<file path="src/ocx_pkg.sv">
// Package: register map, field positions and types for the oscillator configuration block
package ocx_pkg;
    // Register word indices: each register is one aligned word at byte address index times four
    localparam logic [11:0] OCX_OSC_CFG_ADDR = 12'h2fa;
    localparam logic [11:0] OCX_TC_TRIM_ADDR = 12'h2f8;
    localparam logic [11:0] OCX_CTRL_ADDR = 12'h300;
    localparam logic [11:0] OCX_STAT_ADDR = 12'h304;
    localparam int OCX_BIT_EXT_OSC_ENABLE = 7;
    localparam int OCX_BIT_WIDE = 6;
    localparam int OCX_BIT_PINRES = 5;
    localparam int OCX_BIT_LOCK = 0;
    localparam int OCX_BIT_STABLE = 1;
    localparam int OCX_BIT_WRITE_LOCK_FLAG = 0;
    localparam int OCX_BIT_PLL_CLOCK_SELECT = 1;
    localparam logic [7:0] OCX_OSC_CFG_RESET = 8'h00;
    localparam logic [4:0] OCX_TC_TRIM_RESET = 5'h00;
    localparam logic [1:0] OCX_CTRL_RESET = 2'h0;

    typedef struct packed {
        logic       ext_osc_enable;
        logic       edge_filter_wide;
        logic       osc_pin_reserve;
        logic [4:0] osc_edge_filter_field;
    } ocx_osc_cfg_t;

    typedef struct packed {
        logic       active;
        logic       negative;
        logic [3:0] magnitude;
    } ocx_tc_ctrl_t;
endpackage

</file>
<file path="src/ocx_tc_decode.sv">
// Decoder of the temperature-coefficient trim code into analog controls
`timescale 1ns/1ps
`default_nettype none
module ocx_tc_decode
    import ocx_pkg::*;
(
    input wire logic [4:0] code,
    output var ocx_tc_ctrl_t ctrl
);
    // Top bit is direction, low four bits magnitude; zero magnitude switches compensation off
    always_comb begin
        ctrl.magnitude = code[3:0];
        ctrl.active = (code[3:0] != 4'h0);
        ctrl.negative = ~code[4] & ctrl.active;
    end
endmodule // ocx_tc_decode
`default_nettype wire

</file>
<file path="src/ocx_osc_cfg.sv">
// Oscillator configuration register, TC trim field and APB slave
//
// How it works
// - Trim codes 00000 and 10000 switch temperature compensation off.
// - Trim top bit is direction; larger low bits mean larger variation.
// - Config register readable always; writes need lock clear and PLL select set.
// - An accepted config write clears PLL lock and oscillator-stable status, except a flag whose input rises in that cycle.
// - Bit 7 enables external oscillator and clock monitor; clear uses internal reference.
// - Bit 6 clear gives one VCO cycle window, set gives three.
// - Bit 5 is read-only, set once oscillator enabled, cleared only by reset.
//
// Chosen here: the APB register port.
`timescale 1ns/1ps
`default_nettype none
module ocx_osc_cfg
    import ocx_pkg::*;
(
    input wire logic MCLK,
    input wire logic RESET,
    input wire logic PSEL,
    input wire logic PENABLE,
    input wire logic PWRITE,
    input wire logic [11:0] PADDR,
    input wire logic [31:0] PWDATA,
    input wire logic [3:0] PSTRB,
    output logic [31:0] PRDATA,
    output logic PREADY,
    output logic PSLVERR,
    input wire logic PLL_LOCK_IN,
    input wire logic OSC_STABLE_IN,
    output logic EXT_OSC_ENABLE,
    output logic CLK_MON_ENABLE,
    output logic REF_SEL_EXT,
    output logic EDGE_FILTER_WIDE,
    output logic [4:0] OSC_EDGE_FILTER_FIELD,
    output logic OSC_PIN_RESERVE,
    output logic [4:0] TC_COMP_TRIM,
    output logic TC_COMP_ACTIVE,
    output logic TC_COMP_NEGATIVE,
    output logic [3:0] TC_COMP_MAG,
    output logic LOCK_CLEAR,
    output logic PLL_LOCK,
    output logic OSC_STABLE_FLAG
);
    ocx_osc_cfg_t cfg;
    logic [4:0] tc_trim;
    logic write_lock_flag;
    logic pll_clock_select;
    logic lock_sync1, lock_sync2;
    logic stab_sync1, stab_sync2;
    logic lock_prev, stab_prev;
    logic pll_lock, osc_stable_flag;
    logic access, wr, known;
    logic cfg_wr_ok, trim_wr_ok;
    ocx_tc_ctrl_t tc_ctrl;

    // Word indices of the registers; software reaches each at four times its index
    localparam logic [11:0] OSC_CFG_A = OCX_OSC_CFG_ADDR;
    localparam logic [11:0] TC_A = OCX_TC_TRIM_ADDR;
    localparam logic [11:0] CTRL_A = OCX_CTRL_ADDR;
    localparam logic [11:0] STAT_A = OCX_STAT_ADDR;

    // Word match of a byte address against an index; neighbouring indices never alias
    function automatic logic hit(input logic [11:0] a, input logic [11:0] base);
        hit = (a[11:2] == base[9:0]);
    endfunction

    // Access phase takes two cycles with one wait state, so PREADY is only the registered strobe
    assign access = PSEL & PENABLE;
    assign wr = access & PWRITE & ~PREADY;
    assign known = hit(PADDR, OSC_CFG_A) | hit(PADDR, TC_A) | hit(PADDR, CTRL_A)
                 | hit(PADDR, STAT_A);
    assign cfg_wr_ok = wr & hit(PADDR, OSC_CFG_A) & PSTRB[0]
                     & ~write_lock_flag & pll_clock_select;
    assign trim_wr_ok = wr & hit(PADDR, TC_A) & PSTRB[0] & ~write_lock_flag;

    // Configuration fields; ignored writes leave them untouched
    always_ff @(posedge MCLK) begin
        if (RESET) begin
            cfg <= OCX_OSC_CFG_RESET;
        end else begin
            if (cfg_wr_ok) begin
                cfg.ext_osc_enable <= PWDATA[OCX_BIT_EXT_OSC_ENABLE];
                cfg.edge_filter_wide <= PWDATA[OCX_BIT_WIDE];
                cfg.osc_edge_filter_field <= PWDATA[4:0];
            end
            // Sticky pin reservation: software cannot release pins once claimed
            if (cfg.ext_osc_enable) begin
                cfg.osc_pin_reserve <= 1'b1;
            end
        end
    end

    // TC trim, writable whenever the lock flag is clear
    always_ff @(posedge MCLK) begin
        if (RESET) begin
            tc_trim <= OCX_TC_TRIM_RESET;
        end else if (trim_wr_ok) begin
            tc_trim <= PWDATA[15:11];
        end
    end

    // Own control register holding the lock flag and PLL select
    always_ff @(posedge MCLK) begin
        if (RESET) begin
            write_lock_flag <= OCX_CTRL_RESET[OCX_BIT_WRITE_LOCK_FLAG];
            pll_clock_select <= OCX_CTRL_RESET[OCX_BIT_PLL_CLOCK_SELECT];
        end else if (wr & hit(PADDR, CTRL_A) & PSTRB[0]) begin
            write_lock_flag <= PWDATA[OCX_BIT_WRITE_LOCK_FLAG];
            pll_clock_select <= PWDATA[OCX_BIT_PLL_CLOCK_SELECT];
        end
    end

    // Status inputs come from the analog side, so synchronise them first
    always_ff @(posedge MCLK) begin
        if (RESET) begin
            lock_sync1 <= 1'b0;
            lock_sync2 <= 1'b0;
            stab_sync1 <= 1'b0;
            stab_sync2 <= 1'b0;
            lock_prev <= 1'b0;
            stab_prev <= 1'b0;
        end else begin
            lock_sync1 <= PLL_LOCK_IN;
            lock_sync2 <= lock_sync1;
            stab_sync1 <= OSC_STABLE_IN;
            stab_sync2 <= stab_sync1;
            lock_prev <= lock_sync2;
            stab_prev <= stab_sync2;
        end
    end

    // Status flags: cleared by an accepted config write or a low input, set again on a fresh rising status
    // Set wins over clear, so a lock arriving in the write cycle is not lost
    // Limitation: after a clear, a flag returns only on a fresh rise of its input
    always_ff @(posedge MCLK) begin
        if (RESET) begin
            pll_lock <= 1'b0;
            osc_stable_flag <= 1'b0;
        end else begin
            if (lock_sync2 & ~lock_prev) begin
                pll_lock <= 1'b1;
            end else if (cfg_wr_ok) begin
                pll_lock <= 1'b0;
            end else if (~lock_sync2) begin
                pll_lock <= 1'b0;
            end
            if (stab_sync2 & ~stab_prev) begin
                osc_stable_flag <= 1'b1;
            end else if (cfg_wr_ok) begin
                osc_stable_flag <= 1'b0;
            end else if (~stab_sync2) begin
                osc_stable_flag <= 1'b0;
            end
        end
    end

    // Trim decode kept apart so the analog mapping can change on its own
    ocx_tc_decode u_tc (
        .code(tc_trim),
        .ctrl(tc_ctrl)
    );

    // APB answer: one wait state per access, error on unmapped address
    // Reads have no side effects, so software may read any register at any time
    always_ff @(posedge MCLK) begin
        if (RESET) begin
            PREADY <= 1'b0;
            PSLVERR <= 1'b0;
            PRDATA <= 32'h0;
        end else begin
            PREADY <= access & ~PREADY;
            PSLVERR <= access & ~PREADY & ~known;
            PRDATA <= 32'h0;
            if (access & ~PREADY & ~PWRITE) begin
                if (hit(PADDR, OSC_CFG_A)) begin
                    PRDATA <= {24'h0, cfg};
                end else if (hit(PADDR, TC_A)) begin
                    PRDATA <= {16'h0, tc_trim, 11'h0};
                end else if (hit(PADDR, CTRL_A)) begin
                    PRDATA <= {30'h0, pll_clock_select, write_lock_flag};
                end else if (hit(PADDR, STAT_A)) begin
                    PRDATA <= {30'h0, osc_stable_flag, pll_lock};
                end
            end
        end
    end

    // Registered outputs toward oscillator, PLL and trim circuit
    always_ff @(posedge MCLK) begin
        if (RESET) begin
            EXT_OSC_ENABLE <= 1'b0;
            CLK_MON_ENABLE <= 1'b0;
            REF_SEL_EXT <= 1'b0;
            EDGE_FILTER_WIDE <= 1'b0;
            OSC_EDGE_FILTER_FIELD <= 5'h00;
            OSC_PIN_RESERVE <= 1'b0;
            TC_COMP_TRIM <= 5'h00;
            TC_COMP_ACTIVE <= 1'b0;
            TC_COMP_NEGATIVE <= 1'b0;
            TC_COMP_MAG <= 4'h0;
            LOCK_CLEAR <= 1'b0;
            PLL_LOCK <= 1'b0;
            OSC_STABLE_FLAG <= 1'b0;
        end else begin
            EXT_OSC_ENABLE <= cfg.ext_osc_enable;
            CLK_MON_ENABLE <= cfg.ext_osc_enable;
            REF_SEL_EXT <= cfg.ext_osc_enable;
            EDGE_FILTER_WIDE <= cfg.edge_filter_wide;
            OSC_EDGE_FILTER_FIELD <= cfg.osc_edge_filter_field;
            OSC_PIN_RESERVE <= cfg.osc_pin_reserve;
            TC_COMP_TRIM <= tc_trim;
            TC_COMP_ACTIVE <= tc_ctrl.active;
            TC_COMP_NEGATIVE <= tc_ctrl.negative;
            TC_COMP_MAG <= tc_ctrl.magnitude;
            LOCK_CLEAR <= cfg_wr_ok;
            PLL_LOCK <= pll_lock;
            OSC_STABLE_FLAG <= osc_stable_flag;
        end
    end
endmodule // ocx_osc_cfg
`default_nettype wire

</file>
<file path="config.mk">
export PLATFORM = sky130hd
export DESIGN_NAME = ocx_osc_cfg
export DESIGN_NICKNAME = d
export VERILOG_FILES = /design/src/ocx_pkg.sv /design/src/ocx_tc_decode.sv /design/src/ocx_osc_cfg.sv
export SDC_FILE = /design/constraint.sdc
export NUM_CORES = 1
export LEC_CHECK = 0
export ABC_AREA = 1
export BUFFER_PORTS_ARGS = -buffer_cell sky130_fd_sc_hd__buf_2
export CORE_MARGIN = 3
export CORE_UTILIZATION = 47
export DETAILED_ROUTE_END_ITERATION = 10
export GPL_TIMING_DRIVEN = 0
export PLACE_DENSITY = 0.86
export SLEW_MARGIN = 15
export SYNTH_ARGS = -nofsm -noshare
export SYNTH_HDL_FRONTEND = slang
export SYNTH_SLANG_ARGS = --single-unit
</file>
<file path="constraint.sdc">
create_clock -name MCLK -period 2.3 [get_ports MCLK]
set_input_delay 0.46 -clock MCLK [delete_from_list [all_inputs] [get_ports MCLK]]
set_output_delay 0.46 -clock MCLK [all_outputs]
set_load 0.02 [all_outputs]
</file>
After elaboration in Yosys (flattened, before gate mapping) --
Index checks and enable logic that the tools add are counted.
Operators by class: equal/unequal tests 6, muxes and demuxes 10, reductions and logical operators 4, bitwise gates (word level) 29
Operator list (count):
- == test 10 bit, second input constant | 4
- bitwise AND 1 bit | 18
- two-way mux 16 bit | 1
- two-way mux 8 bit | 1
- inverter 1 bit | 8
- two-way mux 1 bit | 6
- inequality test 3 x 1 -> 1 bit, second input constant | 2
- OR reduction 5 bit | 1
- two-way mux 2 bit | 2
- nonzero test 4 bit | 1
- OR 1 bit | 3
- OR reduction 3 bit | 1
- OR reduction 2 bit | 1
Storage, ports and cells: register bits 79, input port bits 55

Logic depth before layout (Yosys ltp) --
depth after elaboration 9, mapped depth 8, mapped depth without buffers 8

Modules after synthesis --
From an unflattened synthesis, not the netlist that was laid out.
Unflattened totals: cell total of the unflattened synthesis 284, area total of the unflattened synthesis 2244.7 um^2
By module, submodules not included:
- ocx_osc_cfg | times used 1, area an instance 2198.4 um^2, cells each 276
- ocx_tc_decode | times used 1, area an instance 46.3 um^2, cells each 8

Least setup slack after synthesis --
No wires, ideal clock.
kind input -> register, from input port PSEL, to register cfg[0] in the netlist's numbering, stages 5, slack 0.949 ns, buffers on the path 0, data arrival time 1.229 ns, library setup time 0.122 ns, path through nand2_1 > nor3_4 > nand3_2 > nor2_1 > a21oi_1
Between the ends: word-level cells in the longest chain between the ends 7
Ends and longest elaborated chain:
- start: declaration | RTL line ocx_osc_cfg.sv:20 | input wire logic PSEL,
- bitwise AND 1 bit | RTL line ocx_osc_cfg.sv:69 | assign access = PSEL & PENABLE;
- bitwise AND 1 bit (2 in series) | RTL line ocx_osc_cfg.sv:70 | assign wr = access & PWRITE & ~PREADY;
- bitwise AND 1 bit (2 in series) | RTL line ocx_osc_cfg.sv:73 | assign cfg_wr_ok = wr & hit(PADDR, OSC_CFG_A) & PSTRB[0]
- bitwise AND 1 bit (2 in series) | RTL line ocx_osc_cfg.sv:74 | & ~write_lock_flag & pll_clock_select;
- end: declaration | RTL line ocx_osc_cfg.sv:45 | ocx_osc_cfg_t cfg;
Every way passes these cells. A chain may end at the register's enable or synchronous reset.

==> impl_results.html <==
<table>
<tr><th>Metric</th><th>Value</th></tr>
<tr><th colspan="2">Run status</th></tr>
<tr><td>Status</td><td>complete, no violations</td></tr>
<tr><th colspan="2">Floorplanning</th></tr>
<tr><td>Area of the core</td><td>0.00412 mm²</td></tr>
<tr><td>Total I/O pin count</td><td>113</td></tr>
<tr><td>Starting density of the core</td><td>50.3%</td></tr>
<tr><td>Vert. Die Dim</td><td>72.3 µm</td></tr>
<tr><td>Area enclosed by the die boundary</td><td>0.00523 mm²</td></tr>
<tr><td>Die Span X</td><td>72.3 µm</td></tr>
<tr><td>Site row count</td><td>23</td></tr>
<tr><th colspan="2">Hold path</th></tr>
<tr><td>Worst min-delay path endpoint</td><td>stab_sync1</td></tr>
<tr><td>Hold path startpoint</td><td>OSC_STABLE_IN</td></tr>
<tr><td>Worst hold path depth</td><td>3</td></tr>
<tr><td>Min-delay worst type</td><td>in -&gt; reg</td></tr>
<tr><th colspan="2">Pwr</th></tr>
<tr><td>Overall power of the completed layout</td><td>0.00166 W</td></tr>
<tr><td>Power per unit of standard cell area</td><td>631 mW/mm²</td></tr>
<tr><td>Leakage power</td><td>1.41 nW</td></tr>
<tr><td>Worst supply voltage drop on vdd</td><td>0.341 mV</td></tr>
<tr><th colspan="2">Route</th></tr>
<tr><td>Via density per instance</td><td>4.29</td></tr>
<tr><td>Violation count after the first detailed-routing iteration</td><td>56</td></tr>
<tr><td>Post-route antenna net violation count</td><td>0</td></tr>
<tr><td>Detailed-router iteration count before antenna repair</td><td>4</td></tr>
<tr><td>Count of unresolved DRC violations after routing</td><td>0</td></tr>
<tr><td>Detailed-route wire length</td><td>3990 µm</td></tr>
<tr><td>Routed length per instance</td><td>9.85 µm</td></tr>
<tr><td>Overall via count from detail_route</td><td>1,739</td></tr>
<tr><th colspan="2">GRT</th></tr>
<tr><td>Vias in the first global route</td><td>1,600</td></tr>
<tr><td>Fraction of met2 tracks used by global routing</td><td>28.6%</td></tr>
<tr><td>Global-route usage over all layers</td><td>16.0%</td></tr>
<tr><td>Global Route met3 Usage</td><td>5.82%</td></tr>
<tr><td>Busiest metal layer after global routing</td><td>met2</td></tr>
<tr><td>Met1 usage in global routing</td><td>16.8%</td></tr>
<tr><td>Global-route wire length before repair</td><td>6530 µm</td></tr>
<tr><td>Total grt overflow</td><td>0</td></tr>
<tr><td>Initial antenna violation count</td><td>0</td></tr>
<tr><td>Largest net degree at the start of global routing</td><td>18</td></tr>
<tr><th colspan="2">Final layout</th></tr>
<tr><td>Final cell count without fillers</td><td>405</td></tr>
<tr><td>Final core utilization</td><td>64.0%</td></tr>
<tr><td>Area Overhead vs Synth</td><td>27.4%</td></tr>
<tr><td>Antenna cell count</td><td>0</td></tr>
<tr><td>Post-layout nets</td><td>409</td></tr>
<tr><td>FILL cells</td><td>371</td></tr>
<tr><td>Share of final-layout standard cells stronger than drive strength 1</td><td>30.1%</td></tr>
<tr><th colspan="2">Setup path</th></tr>
<tr><td>R2r startpoint</td><td>PREADY</td></tr>
<tr><td>Startpoint type of the worst setup path</td><td>register</td></tr>
<tr><td>Worst reg-to-reg path cell count</td><td>4</td></tr>
<tr><td>Buffering stage count on the worst path with inverters included</td><td>2</td></tr>
<tr><td>Sort of element at the end of the critical path</td><td>primary output</td></tr>
<tr><td>Delay of the slowest cell on the worst path</td><td>0.36 ns</td></tr>
<tr><td>Arr. time, crit path</td><td>0.92 ns</td></tr>
<tr><td>Start-to-end type of the worst setup path</td><td>reg -&gt; out</td></tr>
<tr><td>Setup slack of the worst register-to-register path</td><td>0.94 ns</td></tr>
<tr><td>Required time at the endpoint of the critical path</td><td>1.84 ns</td></tr>
<tr><td>Worst-path cell with the longest stage delay</td><td>dfxtp_1</td></tr>
<tr><td>Critical path peak fanout</td><td>3</td></tr>
<tr><td>Reg-to-reg critical path endpoint</td><td>cfg[0]</td></tr>
<tr><td>Cell breakdown of the critical path</td><td>buf_4 &gt; buf_2</td></tr>
<tr><td>Crit path max-delay family</td><td>flip-flops</td></tr>
<tr><th colspan="2">Flow run</th></tr>
<tr><td>Max Cap Violations</td><td>0</td></tr>
<tr><th colspan="2">CTS</th></tr>
<tr><td>Clock buffer count from CTS</td><td>5</td></tr>
<tr><td>Quantity of hold-fixing buffers added after cts</td><td>0</td></tr>
<tr><td>Total number of clock tree sinks</td><td>56</td></tr>
<tr><td>Clock root buffer master</td><td>clkbuf_8</td></tr>
<tr><td>H-tree Lvls</td><td>2</td></tr>
<tr><td>Number of buffers on the longest clock path</td><td>2</td></tr>
<tr><td>Resize count post-CTS</td><td>0</td></tr>
<tr><td>Clock-pin slew on the worst setup and hold paths</td><td>0.10 ns</td></tr>
<tr><td>Total setup buffers inserted after CTS</td><td>0</td></tr>
<tr><td>CTS tree</td><td>built</td></tr>
<tr><td>Clock latency on the worst-skew pair</td><td>0.31 ns</td></tr>
<tr><th colspan="2">Timing</th></tr>
<tr><td>Finish-stage setup viols</td><td>0</td></tr>
<tr><td>Clock skew after layout</td><td>0.00615 ns</td></tr>
<tr><td>Fmax</td><td>726 MHz</td></tr>
<tr><td>Unrepaired setup endpoints after global routing</td><td>no</td></tr>
<tr><td>Ratio of final minimum period to clock period</td><td>59.9%</td></tr>
<tr><td>Final sum of negative setup slack</td><td>0 ns</td></tr>
<tr><td>Final period demand of the worst path</td><td>1.38 ns</td></tr>
<tr><td>Final Max Slew Viols</td><td>0</td></tr>
<tr><td>Number of hold-slack violations in the final timing report</td><td>0</td></tr>
<tr><th colspan="2">Yosys</th></tr>
<tr><td>Cell area after synthesis</td><td>0.00207 mm²</td></tr>
<tr><td>Unique cell type count in the Yosys netlist</td><td>20</td></tr>
<tr><td>Avg Synthesized Cell Area</td><td>7.92 µm²</td></tr>
<tr><td>Count of yosys warnings during synthesis</td><td>0</td></tr>
<tr><td>Post-synthesis instance total</td><td>261</td></tr>
<tr><td>Share of synthesized area occupied by flip-flops and latches</td><td>54.2%</td></tr>
<tr><td>Flip-flop and latch count after synthesis</td><td>56</td></tr>
<tr><th colspan="2">Placed design</th></tr>
<tr><td>Total instance count after detailed placement</td><td>397</td></tr>
<tr><td>Final weighted congestion in routability-driven placement</td><td>0.845</td></tr>
<tr><td>Final HPWL DP</td><td>3150 µm</td></tr>
<tr><td>Port Buffer Count</td><td>68</td></tr>
</table>
[worst max path at each step]
stage	startpoint	endpoint	slack [ns]	depth (start not counted)
finish	REF_SEL_EXT	EXT_OSC_ENABLE	0.92	2
global route	PREADY	cfg[1]	0.79	4
CTS	REF_SEL_EXT	EXT_OSC_ENABLE	0.90	2
detailed placement	RESET	lock_sync2	0.61	4
global placement	RESET	PLL_LOCK	0.64	4
floorplan	PSEL	cfg[0]	0.95	5
[worst min-delay path, delay by kind of cell]
family                 cells  cell delay [ns]
and+or+nand+nor            1             0.06
buffers and inverters      2             0.10
[state kept, by name (all words and copies together) (netlist names), 5 cells and up]
signal / flops
OSC_EDGE_FILTER_FIELD: 5
PRDATA: 13
TC_COMP_TRIM: 5
cfg: 8
tc_trim: 5
[per-stage QoR]
| step | cell area (µm²) | hold slack [ns] | setup slack, ns |
|---|---|---|---|
| floorplan | 2140 | 0.387 | 0.949 |
| global placement | 2540 | 0.389 | 0.638 |
| detailed placement | 2540 | 0.396 | 0.609 |
| CTS | 2640 | 0.339 | 0.904 |
| global route | 2640 | 0.365 | 0.791 |
| finish | 2640 | 0.344 | 0.922 |
[synth_stat cells (all sizes together)]
cell type  number  area share, %
nand3          14            3.6
conb            1           0.18
nand4           2           0.91
and3            2           0.60
a21oi          10            2.4
buf            25            9.1
nor4            1           0.30
nor2           67             13
o21ai           2           0.48
dfxtp          56             54
clkbuf          3           0.54
inv            42            7.6
nand2          33            6.1
nor3            3            1.3
[cell families after synthesis]
family | synth area share [%]
AO/OA/AOI/OAI | 2.90
buffers and inverters | 17.2
flip-flops | 54.2
other | 0.181
AND/OR/NAND/NOR | 25.5
[final cells by class]
class	count	area, µm²	area share [%]
Sequential cell	56	1120	42.5
Clock inverter	2	13.8	0.522
Timing Repair Buffer	68	340	12.9
Inverter	42	158	5.98
Tap cell	50	62.6	2.37
Multi-Input combinational cell	153	658	25.0
Clock buffer	6	82.6	3.13
Buffer	28	199	7.55
[where the power goes]
part / total, W / internal [W] / switching, W
clock: 0.000560 / 0.000247 / 0.000313
combinational: 0.000125 / 0.0000510 / 0.0000742
sequential: 0.000979 / 0.000976 / 0.00000264
total: 0.00166 / 0.00127 / 0.000390
[routing by layer]
layer | vias to the layer above | wire [µm] | part of all wire, %
met1 | 736 | 1570 | 39
met5 | - | 0 | 0
met2 | 71 | 1990 | 50
met4 | 0 | 59 | 1.5
li1 | 926 | - | -
met3 | 6 | 374 | 9.4
[cell usage in the layout, fill, tap and decap left out, drive strengths merged]
| cell type | count |
|---|---|
| nand4 | 2 |
| nor3 | 3 |
| clkbuf | 9 |
| inv | 43 |
| o21ai | 2 |
| conb | 19 |
| a21oi | 10 |
| nor2 | 67 |
| nand2 | 33 |
| buf | 93 |
| dfxtp | 56 |
| and3 | 2 |
| clkinv | 1 |
| nor4 | 1 |
| nand3 | 14 |
(Power assumes the default switching activity.)
